--- config.mk ---
export PLATFORM = sky130hd
export DESIGN_NAME = cfbic_top
export DESIGN_NICKNAME = d
export VERILOG_FILES = /design/src/logic/cfbic_pkg.sv /design/src/logic/cfbic_rate_preset.sv /design/src/logic/cfbic_accept_filter.sv /design/src/logic/cfbic_top.sv
export SDC_FILE = /design/constraint.sdc
export NUM_CORES = 1
export LEC_CHECK = 0
export BUFFER_PORTS_ARGS = -buffer_cell sky130_fd_sc_hd__buf_2
export CAP_MARGIN = 5
export CORE_MARGIN = 10
export CORE_UTILIZATION = 61
export CTS_BUF_LIST = sky130_fd_sc_hd__clkbuf_16
export CTS_CLUSTER_DIAMETER = 120
export DETAILED_ROUTE_END_ITERATION = 12
export PLACE_DENSITY = 0.84
export SYNTH_ARGS = -nofsm -noshare
export SYNTH_HDL_FRONTEND = slang
export SYNTH_SLANG_ARGS = --single-unit
--- constraint.sdc ---
create_clock -name i_clk_sys -period 4 [get_ports i_clk_sys]
set_input_delay 0.4 -clock i_clk_sys [delete_from_list [all_inputs] [get_ports i_clk_sys]]
set_output_delay 0.4 -clock i_clk_sys [all_outputs]
set_load 0.01 [all_outputs]
--- src/logic/cfbic_pkg.sv ---
// Package of constants and types shared by the CAN configuration block.
package cfbic_pkg;

  // ----------------------------------------------------------------------
  // Clock and timing
  // ----------------------------------------------------------------------
  localparam int unsigned CLK_HZ         = 25_000_000;
  localparam int unsigned RESET_WAIT_NS  = 100_000;
  localparam int unsigned RESET_WAIT_CYC = (RESET_WAIT_NS * (CLK_HZ / 1_000_000)) / 1000;
  localparam int unsigned WAIT_W         = 12;

  // ----------------------------------------------------------------------
  // Register offsets (byte addresses)
  // ----------------------------------------------------------------------
  localparam logic [7:0] ADDR_CTRL      = 8'h00;
  localparam logic [7:0] ADDR_STATUS    = 8'h04;
  localparam logic [7:0] ADDR_RATE      = 8'h08;
  localparam logic [7:0] ADDR_TIMING    = 8'h0C;
  localparam logic [7:0] ADDR_CODE      = 8'h10;
  localparam logic [7:0] ADDR_MASK      = 8'h14;
  localparam logic [7:0] ADDR_INT_CAUSE = 8'h18;
  localparam logic [7:0] ADDR_INT_MASK  = 8'h1C;
  localparam logic [7:0] ADDR_EFF_TIME  = 8'h20;

  // ----------------------------------------------------------------------
  // Field positions
  // ----------------------------------------------------------------------
  localparam int unsigned CTRL_RESET_BIT  = 0;
  localparam int unsigned CTRL_ENABLE_BIT = 1;
  localparam int unsigned STAT_INRST_BIT  = 0;
  localparam int unsigned STAT_RUN_BIT    = 1;
  localparam int unsigned STAT_FAIL_BIT   = 2;
  localparam int unsigned RATE_CUSTOM_BIT = 8;
  localparam int unsigned TIM_BT1_LSB     = 8;
  localparam int unsigned INT_RX          = 0;
  localparam int unsigned INT_TX          = 1;
  localparam int unsigned INT_ERR_WARN    = 2;
  localparam int unsigned INT_OVERRUN     = 3;
  localparam int unsigned INT_WAKEUP      = 4;
  localparam int unsigned INT_BUS_PASSIVE = 5;
  localparam int unsigned INT_ARB_LOST    = 6;
  localparam int unsigned INT_BUS_ERR     = 7;

  // ----------------------------------------------------------------------
  // Reset values and encodings
  // ----------------------------------------------------------------------
  localparam logic [3:0]  RATE_RST     = 4'h0;
  localparam logic [3:0]  RATE_CUSTOM  = 4'h0;
  localparam logic [3:0]  RATE_MAX     = 4'hC;
  localparam logic [7:0]  BT_RST       = 8'h00;
  localparam logic [31:0] CODE_RST     = 32'h00000000;
  localparam logic [31:0] MASK_RST     = 32'hFFFFFFFF;
  localparam logic [7:0]  INT_MASK_RST = 8'h00;
  localparam logic [1:0]  RESP_OKAY    = 2'b00;
  localparam logic [1:0]  RESP_SLVERR  = 2'b10;
  // Bits of the filter word that take part in a compare for each identifier size.
  localparam logic [31:0] STD_USED     = 32'hFFF0FFFF;
  localparam logic [31:0] EXT_USED     = 32'hFFFFFFFC;

  // Preset {timing byte zero, timing byte one}, index = rate value 1..12:
  // 5K 10K 20K 25K 50K 100K 125K 200K 250K 500K 800K 1M. Defaults assume a
  // 16 MHz controller oscillator; entry 0 is never used.
  localparam logic [15:0] PRESET_TIMING [16] = '{
    16'h0000, 16'hBF7F, 16'h311C, 16'h181C, 16'h131C, 16'h091C, 16'h041C,
    16'h031C, 16'h81FA, 16'h011C, 16'h001C, 16'h0016, 16'h0014,
    16'h0000, 16'h0000, 16'h0000};

  typedef enum logic [1:0] {
    ST_IN_RESET = 2'b00,
    ST_ENTERING = 2'b01,
    ST_RUN      = 2'b10
  } cfbic_state_type;

endpackage : cfbic_pkg

--- src/logic/cfbic_rate_preset.sv ---
// Bit-rate selection: preset timing bytes or the user's own pair.
module cfbic_rate_preset
  import cfbic_pkg::*;
(
  input  wire logic [3:0] i_rate,
  input  wire logic [7:0] i_bt0_user,
  input  wire logic [7:0] i_bt1_user,
  output logic      [7:0] o_bt0,
  output logic      [7:0] o_bt1,
  output logic            o_custom
);

  always_comb begin
    o_custom = (i_rate == RATE_CUSTOM);
    if (o_custom) begin
      o_bt0 = i_bt0_user;
      o_bt1 = i_bt1_user;
    end else begin
      o_bt0 = PRESET_TIMING[i_rate][15:8];
      o_bt1 = PRESET_TIMING[i_rate][7:0];
    end
  end

endmodule : cfbic_rate_preset

--- src/logic/cfbic_accept_filter.sv ---
// Acceptance filter: code and mask compare against a received message.
module cfbic_accept_filter
  import cfbic_pkg::*;
(
  input  wire logic [31:0] i_code,
  input  wire logic [31:0] i_mask,
  input  wire logic        i_ext,
  input  wire logic [28:0] i_id,
  input  wire logic        i_rtr,
  input  wire logic [7:0]  i_data0,
  input  wire logic [7:0]  i_data1,
  output logic             o_accept
);

  logic [31:0] target;
  logic [31:0] used;
  logic [31:0] hit;

  // ----------------------------------------------------------------------
  // Compare word layout
  // ----------------------------------------------------------------------
  always_comb begin
    if (i_ext) begin
      target = {i_id, i_rtr, 2'b00};
      used   = EXT_USED;
    end else begin
      target = {i_id[10:0], i_rtr, 4'h0, i_data0, i_data1};
      used   = STD_USED;
    end
  end

  // A set mask bit, or an unused position, always counts as a hit.
  for (genvar gi = 0; gi < 32; gi++) begin : g_bit
    assign hit[gi] = i_mask[gi] | ~used[gi] | (i_code[gi] == target[gi]);
  end

  assign o_accept = &hit;

endmodule : cfbic_accept_filter

--- src/logic/cfbic_top.sv ---
// CAN configuration block: rate, acceptance filter, interrupt causes, AXI4-Lite.
//
// Our own choices: the address map and the AXI4-Lite interface to the registers.

// Function
// - Successful receive sets cause 0x01.
// - Successful transmit sets cause 0x02.
// - Other causes each own one bit.
// - Twelve preset bit rates by rate value.
// - Rate zero uses the two user timing bytes.
// - Readback flags user timing when rate zero.
// - Clear mask bit demands code bit match.
// - Standard id: id, rtr at 31:20.
// - Standard id: data bytes at 15:0.
// - Extended id: id 31:3, rtr bit 2.
// - Config needs reset state; else report failure.
module cfbic_top
  import cfbic_pkg::*;
(
  input  wire logic        i_clk_sys,
  input  wire logic        i_rst_n,
  input  wire logic        i_ce,
  input  wire logic        i_s_axi_awvalid,
  output logic             o_s_axi_awready,
  input  wire logic [7:0]  i_s_axi_awaddr,
  input  wire logic [2:0]  i_s_axi_awprot,
  input  wire logic        i_s_axi_wvalid,
  output logic             o_s_axi_wready,
  input  wire logic [31:0] i_s_axi_wdata,
  input  wire logic [3:0]  i_s_axi_wstrb,
  output logic             o_s_axi_bvalid,
  input  wire logic        i_s_axi_bready,
  output logic      [1:0]  o_s_axi_bresp,
  input  wire logic        i_s_axi_arvalid,
  output logic             o_s_axi_arready,
  input  wire logic [7:0]  i_s_axi_araddr,
  input  wire logic [2:0]  i_s_axi_arprot,
  output logic             o_s_axi_rvalid,
  input  wire logic        i_s_axi_rready,
  output logic      [31:0] o_s_axi_rdata,
  output logic      [1:0]  o_s_axi_rresp,
  input  wire logic        i_core_idle,
  input  wire logic        i_rx_done,
  input  wire logic        i_rx_ext,
  input  wire logic [28:0] i_rx_id,
  input  wire logic        i_rx_rtr,
  input  wire logic [7:0]  i_rx_data0,
  input  wire logic [7:0]  i_rx_data1,
  input  wire logic        i_tx_done,
  input  wire logic        i_err_warn,
  input  wire logic        i_overrun,
  input  wire logic        i_wakeup,
  input  wire logic        i_bus_passive,
  input  wire logic        i_arb_lost,
  input  wire logic        i_bus_err,
  output logic             o_rx_accept,
  output logic      [7:0]  o_bus_timing_byte_zero,
  output logic      [7:0]  o_bus_timing_byte_one,
  output logic             o_core_reset,
  output logic             o_core_run,
  output logic             o_irq
);

  import cfbic_pkg::*;

  typedef struct packed {
    cfbic_state_type    st;
    logic [WAIT_W-1:0]  wait_cnt;
    logic               rst_req;
    logic               enable;
    logic               reset_fail;
    logic [3:0]         rate;
    logic [7:0]         bt0_user;
    logic [7:0]         bt1_user;
    logic [31:0]        acceptance_code_word;
    logic [31:0]        acceptance_mask_word;
    logic [7:0]         interrupt_cause_byte;
    logic [7:0]         int_mask;
    logic [7:0]         eff_bt0;
    logic [7:0]         eff_bt1;
    logic               rx_accept;
    logic               aw_held;
    logic [7:0]         awaddr;
    logic               w_held;
    logic [31:0]        wdata;
    logic [3:0]         wstrb;
    logic               bvalid;
    logic [1:0]         bresp;
    logic               rvalid;
    logic [1:0]         rresp;
    logic [31:0]        rdata;
  } cfbic_regs_type;

  cfbic_regs_type s;
  cfbic_regs_type next_s;

  logic       rx_hit;
  logic       custom;
  logic [7:0] pre_bt0;
  logic [7:0] pre_bt1;
  logic       wr_go;
  logic       wr_cfg;
  logic [7:0] events;

  function automatic logic [31:0] merge(input logic [31:0] old_v,
                                        input logic [31:0] new_v,
                                        input logic [3:0]  strb);
    logic [31:0] res;
    res = old_v;
    for (int b = 0; b < 4; b++) begin
      if (strb[b]) begin
        res[8*b +: 8] = new_v[8*b +: 8];
      end
    end
    return res;
  endfunction : merge

  // ----------------------------------------------------------------------
  // Sub-blocks
  // ----------------------------------------------------------------------
  cfbic_accept_filter u_filter (
    .i_code   (s.acceptance_code_word),
    .i_mask   (s.acceptance_mask_word),
    .i_ext    (i_rx_ext),
    .i_id     (i_rx_id),
    .i_rtr    (i_rx_rtr),
    .i_data0  (i_rx_data0),
    .i_data1  (i_rx_data1),
    .o_accept (rx_hit)
  );

  cfbic_rate_preset u_rate (
    .i_rate     (s.rate),
    .i_bt0_user (s.bt0_user),
    .i_bt1_user (s.bt1_user),
    .o_bt0      (pre_bt0),
    .o_bt1      (pre_bt1),
    .o_custom   (custom)
  );

  // ----------------------------------------------------------------------
  // Bus handshakes and outputs
  // ----------------------------------------------------------------------
  assign o_s_axi_awready = i_ce & ~s.aw_held & ~s.bvalid;
  assign o_s_axi_wready  = i_ce & ~s.w_held & ~s.bvalid;
  assign o_s_axi_arready = i_ce & ~s.rvalid;
  assign o_s_axi_bvalid  = s.bvalid;
  assign o_s_axi_bresp   = s.bresp;
  assign o_s_axi_rvalid  = s.rvalid;
  assign o_s_axi_rdata   = s.rdata;
  assign o_s_axi_rresp   = s.rresp;
  assign o_rx_accept     = s.rx_accept;
  assign o_bus_timing_byte_zero = s.eff_bt0;
  assign o_bus_timing_byte_one  = s.eff_bt1;
  assign o_core_reset    = (s.st == ST_IN_RESET);
  assign o_core_run      = (s.st == ST_RUN) & s.enable;
  assign o_irq           = |(s.interrupt_cause_byte & s.int_mask);

  assign wr_go  = s.aw_held & s.w_held & ~s.bvalid;
  assign wr_cfg = (s.awaddr == ADDR_RATE) | (s.awaddr == ADDR_TIMING) |
                  (s.awaddr == ADDR_CODE) | (s.awaddr == ADDR_MASK);

  // Core events only count while the controller runs.
  always_comb begin
    events               = 8'h00;
    events[INT_RX]       = i_rx_done & rx_hit;
    events[INT_TX]       = i_tx_done;
    events[INT_ERR_WARN] = i_err_warn;
    events[INT_OVERRUN]  = i_overrun;
    events[INT_WAKEUP]   = i_wakeup;
    events[INT_BUS_PASSIVE] = i_bus_passive;
    events[INT_ARB_LOST] = i_arb_lost;
    events[INT_BUS_ERR]  = i_bus_err;
    if (!o_core_run) begin
      events = 8'h00;
    end
  end

  // ----------------------------------------------------------------------
  // Next-state logic
  // ----------------------------------------------------------------------
  always_comb begin
    logic [7:0]  cause_clr;
    logic        fail_clr;
    logic        fail_set;
    logic [31:0] wv;
    cause_clr = 8'h00;
    fail_clr  = 1'b0;
    fail_set  = 1'b0;
    wv        = merge(32'h00000000, s.wdata, s.wstrb);
    next_s    = s;
    next_s.rx_accept = o_core_run & i_rx_done & rx_hit;
    next_s.eff_bt0   = pre_bt0;
    next_s.eff_bt1   = pre_bt1;

    if (i_s_axi_awvalid && o_s_axi_awready) begin
      next_s.aw_held = 1'b1;
      next_s.awaddr  = i_s_axi_awaddr;
    end
    if (i_s_axi_wvalid && o_s_axi_wready) begin
      next_s.w_held = 1'b1;
      next_s.wdata  = i_s_axi_wdata;
      next_s.wstrb  = i_s_axi_wstrb;
    end
    if (s.bvalid && i_s_axi_bready) begin
      next_s.bvalid = 1'b0;
    end
    if (s.rvalid && i_s_axi_rready) begin
      next_s.rvalid = 1'b0;
    end

    // Filter and rate may only change while the controller is held in reset.
    if (wr_go) begin
      next_s.aw_held = 1'b0;
      next_s.w_held  = 1'b0;
      next_s.bvalid  = 1'b1;
      next_s.bresp   = RESP_OKAY;
      if (wr_cfg && s.st != ST_IN_RESET) begin
        next_s.bresp = RESP_SLVERR;
        fail_set     = 1'b1;
      end else begin
        case (s.awaddr)
          ADDR_CTRL: begin
            if (s.wstrb[0]) begin
              next_s.rst_req = s.wdata[CTRL_RESET_BIT];
              next_s.enable  = s.wdata[CTRL_ENABLE_BIT];
            end
          end
          ADDR_STATUS: begin
            fail_clr = wv[STAT_FAIL_BIT];
          end
          ADDR_RATE: begin
            if (s.wstrb[0] && s.wdata[3:0] <= RATE_MAX) begin
              next_s.rate = s.wdata[3:0];
            end else if (s.wstrb[0]) begin
              next_s.bresp = RESP_SLVERR;
            end
          end
          ADDR_TIMING: begin
            if (s.wstrb[0]) begin
              next_s.bt0_user = s.wdata[7:0];
            end
            if (s.wstrb[1]) begin
              next_s.bt1_user = s.wdata[TIM_BT1_LSB +: 8];
            end
          end
          ADDR_CODE: begin
            next_s.acceptance_code_word = merge(s.acceptance_code_word, s.wdata, s.wstrb);
          end
          ADDR_MASK: begin
            next_s.acceptance_mask_word = merge(s.acceptance_mask_word, s.wdata, s.wstrb);
          end
          ADDR_INT_CAUSE: begin
            cause_clr = wv[7:0];
          end
          ADDR_INT_MASK: begin
            if (s.wstrb[0]) begin
              next_s.int_mask = s.wdata[7:0];
            end
          end
          ADDR_EFF_TIME: begin
          end
          default: begin
            next_s.bresp = RESP_SLVERR;
          end
        endcase
      end
    end

    if (i_s_axi_arvalid && o_s_axi_arready) begin
      next_s.rvalid = 1'b1;
      next_s.rresp  = RESP_OKAY;
      next_s.rdata  = 32'h00000000;
      case (i_s_axi_araddr)
        ADDR_CTRL: begin
          next_s.rdata[CTRL_RESET_BIT]  = s.rst_req;
          next_s.rdata[CTRL_ENABLE_BIT] = s.enable;
        end
        ADDR_STATUS: begin
          next_s.rdata[STAT_INRST_BIT] = o_core_reset;
          next_s.rdata[STAT_RUN_BIT]   = o_core_run;
          next_s.rdata[STAT_FAIL_BIT]  = s.reset_fail;
        end
        ADDR_RATE: begin
          next_s.rdata[3:0]             = s.rate;
          next_s.rdata[RATE_CUSTOM_BIT] = custom;
        end
        ADDR_TIMING:    next_s.rdata[15:0] = {s.bt1_user, s.bt0_user};
        ADDR_CODE:      next_s.rdata = s.acceptance_code_word;
        ADDR_MASK:      next_s.rdata = s.acceptance_mask_word;
        ADDR_INT_CAUSE: next_s.rdata[7:0] = s.interrupt_cause_byte;
        ADDR_INT_MASK:  next_s.rdata[7:0] = s.int_mask;
        ADDR_EFF_TIME:  next_s.rdata[15:0] = {s.eff_bt1, s.eff_bt0};
        default:        next_s.rresp = RESP_SLVERR;
      endcase
    end

    // Entering reset waits for the core to go idle; a stuck core times out.
    case (s.st)
      ST_IN_RESET: begin
        if (!s.rst_req) begin
          next_s.st = ST_RUN;
        end
      end
      ST_RUN: begin
        if (s.rst_req) begin
          next_s.st       = ST_ENTERING;
          next_s.wait_cnt = '0;
        end
      end
      ST_ENTERING: begin
        if (i_core_idle) begin
          next_s.st = ST_IN_RESET;
        end else if (s.wait_cnt == WAIT_W'(RESET_WAIT_CYC - 1)) begin
          next_s.st      = ST_RUN;
          next_s.rst_req = 1'b0;
          fail_set       = 1'b1;
        end else begin
          next_s.wait_cnt = s.wait_cnt + 1'b1;
        end
      end
      default: begin
        next_s.st = ST_IN_RESET;
      end
    endcase

    // New events win over a clear in the same cycle.
    next_s.interrupt_cause_byte = (s.interrupt_cause_byte & ~cause_clr) | events;
    next_s.reset_fail = (s.reset_fail & ~fail_clr) | fail_set;
  end

  // ----------------------------------------------------------------------
  // State register
  // ----------------------------------------------------------------------
  always_ff @(posedge i_clk_sys or negedge i_rst_n) begin
    if (!i_rst_n) begin
      s                      <= '0;
      s.st                   <= ST_IN_RESET;
      s.rst_req              <= 1'b1;
      s.rate                 <= RATE_RST;
      s.bt0_user             <= BT_RST;
      s.bt1_user             <= BT_RST;
      s.acceptance_code_word <= CODE_RST;
      s.acceptance_mask_word <= MASK_RST;
      s.int_mask             <= INT_MASK_RST;
    end else if (i_ce) begin
      s <= next_s;
    end
  end
endmodule : cfbic_top

==> impl_metrics.prom <==
# TYPE chip_impl_metric gauge
chip_impl_info{name="run_status",value="finished, violations left"} 1
chip_impl_info{name="failed_checks",value="hold timing"} 1
chip_impl_metric{name="fin_skew",unit="ns"} 0.0151
chip_impl_info{name="critical-path-slowest-cell",value="dfrtp_1"} 1
chip_impl_metric{name="post-route-period-util",unit=""} 0.599
chip_impl_info{name="ys.flop_type",value="dfrtp_1"} 1
chip_impl_metric{name="postCtsSetupRepairBufs",unit=""} 0
chip_impl_metric{name="ctsHtreeMaxLevel",unit=""} 1
chip_impl_metric{name="post-route-drc-count",unit=""} 0
chip_impl_metric{name="design_area",unit="sq um"} 12300
chip_impl_metric{name="worstPathMaxFanout",unit=""} 13
chip_impl_metric{name="numClockSinks",unit=""} 216
chip_impl_metric{name="fin_total_pwr",unit="uW"} 6110
chip_impl_metric{name="post-dp-hpwl",unit="microns"} 20600
chip_impl_metric{name="cts_inserted_buffers",unit=""} 22
chip_impl_metric{name="die_x",unit="microns"} 154
chip_impl_metric{name="synth_enable_flop_cells",unit=""} 0
chip_impl_metric{name="placedInstanceArea",unit="sq um"} 11500
chip_impl_metric{name="dieArea",unit="sq um"} 23600
chip_impl_info{name="hold_path.class",value="in2async"} 1
chip_impl_metric{name="final_period_minus_worst_setup_slack",unit="ns"} 2.40
chip_impl_metric{name="gpl.final_weighted_congestion",unit=""} 0.914
chip_impl_metric{name="netlist-cell-type-count",unit=""} 70
chip_impl_metric{name="clock_latency",unit="ns"} 0.51
chip_impl_metric{name="final_core_utilization",unit=""} 0.711
chip_impl_metric{name="path_clk_slew",unit="ns"} 0.07
chip_impl_metric{name="first_pass_grt_wire_length",unit="microns"} 46300
chip_impl_metric{name="detail_route.first_pass.iterations",unit=""} 5
chip_impl_metric{name="cp_num_buf_inv",unit=""} 3
chip_impl_metric{name="postSynthRegisterBits",unit=""} 216
chip_impl_metric{name="ir_worst_vdd",unit="uV"} 438
chip_impl_metric{name="maximum_clock_frequency",unit="GHz"} 0.417
chip_impl_metric{name="std_cell_rows",unit=""} 48
chip_impl_metric{name="drt_via_density",unit=""} 6.15
chip_impl_info{name="cp_cell_sequence",value="inv_1, ha_1, inv_1, nor3_1, buf_4, mux2i_1, nor4_1, a221oi_1, a31oi_1"} 1
chip_impl_metric{name="synth-warning-count",unit=""} 0
chip_impl_metric{name="wl_per_cell",unit="microns"} 22.7
chip_impl_metric{name="number_of_antenna_violations_at_the_first_check_in_global_routing",unit=""} 0
chip_impl_metric{name="relSlewSlack",unit=""} 0.225
chip_impl_metric{name="slowest_delay",unit="ns"} 0.46
chip_impl_metric{name="max_cap_violations",unit=""} 0
chip_impl_metric{name="worst-endpoint-required",unit="ns"} 4.43
chip_impl_metric{name="syn-mean-instance-area",unit="sq um"} 11.5
chip_impl_metric{name="synth-async-reset-ratio",unit=""} 1.00
chip_impl_info{name="timing.critical_path.to_type",value="flip-flop"} 1
chip_impl_metric{name="tightestPinTransition",unit="ns"} 1.16
chip_impl_metric{name="routed_wirelength",unit="microns"} 29300
chip_impl_metric{name="leakagePower",unit="uW"} 0.00598
chip_impl_metric{name="slew_viol_final",unit=""} 0
chip_impl_info{name="cp_top_family",value="simple AND/OR/NAND/NOR gates"} 1
chip_impl_metric{name="fraction_of_the_yosys_area_taken_by_sequential_cells",unit=""} 0.501
chip_impl_info{name="rsz0062_at_grt",value="false"} 1
chip_impl_metric{name="grt-ovfl-total",unit=""} 0
chip_impl_metric{name="synthDominantCellAreaShare",unit=""} 0.421
chip_impl_info{name="startpoint_type",value="flip-flop"} 1
chip_impl_metric{name="vertical_die_dimension",unit="microns"} 154
chip_impl_metric{name="vias",unit=""} 7940
chip_impl_info{name="worst_path_most_repeated_cell",value="inv_1"} 1
chip_impl_info{name="synth.area.top_cells",value="dfrtp_1 42%, mux2_2 15%, dfstp_2 8.0%"} 1
chip_impl_metric{name="share_of_post_route_cells_with_drive_strength_above_1",unit=""} 0.396
chip_impl_metric{name="power_density",unit="nW/um^2"} 495
chip_impl_metric{name="residual_antenna_violating_net_count_after_detailed_routing",unit=""} 0
chip_impl_metric{name="report.final.hold_viol_count",unit=""} 4
chip_impl_metric{name="port_buffers",unit=""} 174
chip_impl_metric{name="post_synth_inst_count",unit=""} 942
chip_impl_metric{name="groute.usage.overall",unit=""} 0.241
chip_impl_metric{name="num_io_pins",unit=""} 183
chip_impl_metric{name="timing.setup.tns",unit="ns"} 0
chip_impl_metric{name="grt_max_degree",unit=""} 126
chip_impl_metric{name="cts_buffer_depth",unit=""} 3
chip_impl_metric{name="arrival_time_of_the_worst_setup_path",unit="ns"} 2.82
chip_impl_metric{name="holdBufCountCts",unit=""} 0
chip_impl_metric{name="layout-area-overhead-vs-synth",unit="%"} 13.5
chip_impl_metric{name="report.final.setup_viol",unit=""} 0
chip_impl_metric{name="floorplan.core_area",unit="sq um"} 17400
chip_impl_info{name="synth.largest_area_cell",value="dfrtp_1"} 1
chip_impl_metric{name="num_antenna_cells",unit=""} 0
chip_impl_metric{name="initial_utilization",unit=""} 0.626
chip_impl_metric{name="cts_resized",unit=""} 0
chip_impl_info{name="cts.root.buffer_cell",value="clkbuf_16"} 1
chip_impl_metric{name="post_synthesis_cell_area",unit="sq um"} 10900
chip_impl_info{name="cts_tree",value="built"} 1
chip_impl_info{name="path_class",value="reg2reg"} 1
chip_impl_metric{name="initialDrtViolationCount",unit=""} 657
chip_impl_metric{name="via_count_of_the_first_global_routing_pass",unit=""} 8420
chip_impl_metric{name="fin_nets",unit=""} 1178
chip_impl_metric{name="whs",unit="ns"} -0.00496
==> power by group <==
part	total (uW)	internal (uW)	switching [uW]	leakage [uW]
clock network	2330	1440	892	0.000392
logic	857	448	410	0.00283
registers	2920	2490	423	0.00276
total	6110	4380	1730	0.00598
==> final cells by class <==
class | instances | area, sq um
clock buffers | 23 | 576
fillers | 1226 | 5010
well taps | 225 | 282
flip-flops and latches | 216 | 5450
repair buffers | 183 | 972
inverters | 14 | 52.6
multi-input cells | 614 | 4760
clock inverters | 17 | 251
==> placed cells by master, fill, tap and decap left out, types with 6 or more instances in the layout <==
cell	instances
a22o_1	14
xnor2_1	6
dfstp_2	33
mux2i_1	37
dfrtp_1	183
nor4_1	9
o21ai_0	28
o22ai_1	17
nand4_1	8
nand3_1	15
nor2_1	56
a211oi_1	8
nand2_4	8
a31oi_1	6
inv_1	15
buf_2	173
bufinv_16	6
and3_1	9
a22oi_1	20
a222oi_1	10
a21oi_1	28
xor2_1	34
mux2_2	145
clkbuf_16	23
nor2b_1	8
buf_4	7
nand2_1	68
==> worst reg2reg max path: stages (launching register included) <==
cell      delay, ns
dfrtp_1        0.46
inv_1          0.12
ha_1           0.45
inv_1          0.16
nor3_1         0.19
buf_4          0.20
mux2i_1        0.07
nor4_1         0.34
a221oi_1       0.12
a31oi_1        0.22
==> cell usage after synthesis (all sizes together) (10+ instances only) <==
library cell	n
a22oi	20
mux2	150
o21ai	32
a222oi	10
nor2	58
mux2i	37
xor2	34
nor4	12
nand2	77
nand3	16
dfrtp	183
o22ai	17
inv	14
a21oi	29
clkbuf	22
a22o	14
dfstp	33
buf	77
==> kinds of logic after synthesis <==
kind of cell,share of synthesized area
adders and majority gates,0.00575
AOI/OAI and AO/OA,0.0963
and+or+nand+nor,0.112
xor gates and xnor gates,0.0322
muxes,0.191
DFF,0.501
buffers and inverters,0.0613
other,0.000345
==> sequential cells by signal, summed over array words and instances, names as in the netlist <==
| signal | cells |
|---|---|
| o_s_axi_rdata | 32 |
| o_bus_timing_byte_one | 8 |
| o_s_axi_bresp | 1 |
| o_s_axi_bvalid | 1 |
| s | 163 |
| o_rx_accept | 1 |
| o_s_axi_rresp | 1 |
| o_s_axi_rvalid | 1 |
| o_bus_timing_byte_zero | 8 |
==> per-stage QoR <==
step	worst slack (ns)	instances
5_1_grt	1.39	1292
3_5_place_dp	1.31	1252
4_1_cts	1.63	1292
3_3_place_gp	1.32	1252
2_1_floorplan	2.08	943
6_report	1.60	1292
==> metal layers <==
metal | GRT usage | wire length, microns | vias up
met5 | 0 | 0 | -
met4 | 0.0747 | 845 | 0
met3 | 0.0577 | 2540 | 65
met2 | 0.392 | 14100 | 364
met1 | 0.311 | 11800 | 3945
li1 | - | - | 3566
==> path summary, 6_finish.rpt <==
kind | start | endpoint | slack [ns] | cells after the start
min in group i_clk_sys | i_tx_done | s[110] | 0.12 | 2
max in group asynchronous | i_rst_n | s[142] | 3.15 | 2
hold reg to reg | o_s_axi_rdata[22] | o_s_axi_rdata[22] | 0.48 | 2
setup reg to reg | s[197] | o_s_axi_rdata[8] | 1.60 | 9
setup / recovery | s[197] | o_s_axi_rdata[8] | 1.60 | 9
hold / removal | i_rst_n | s[211] | -0.005 | 1
No activity file was read; power rests on OpenSTA's default activity.
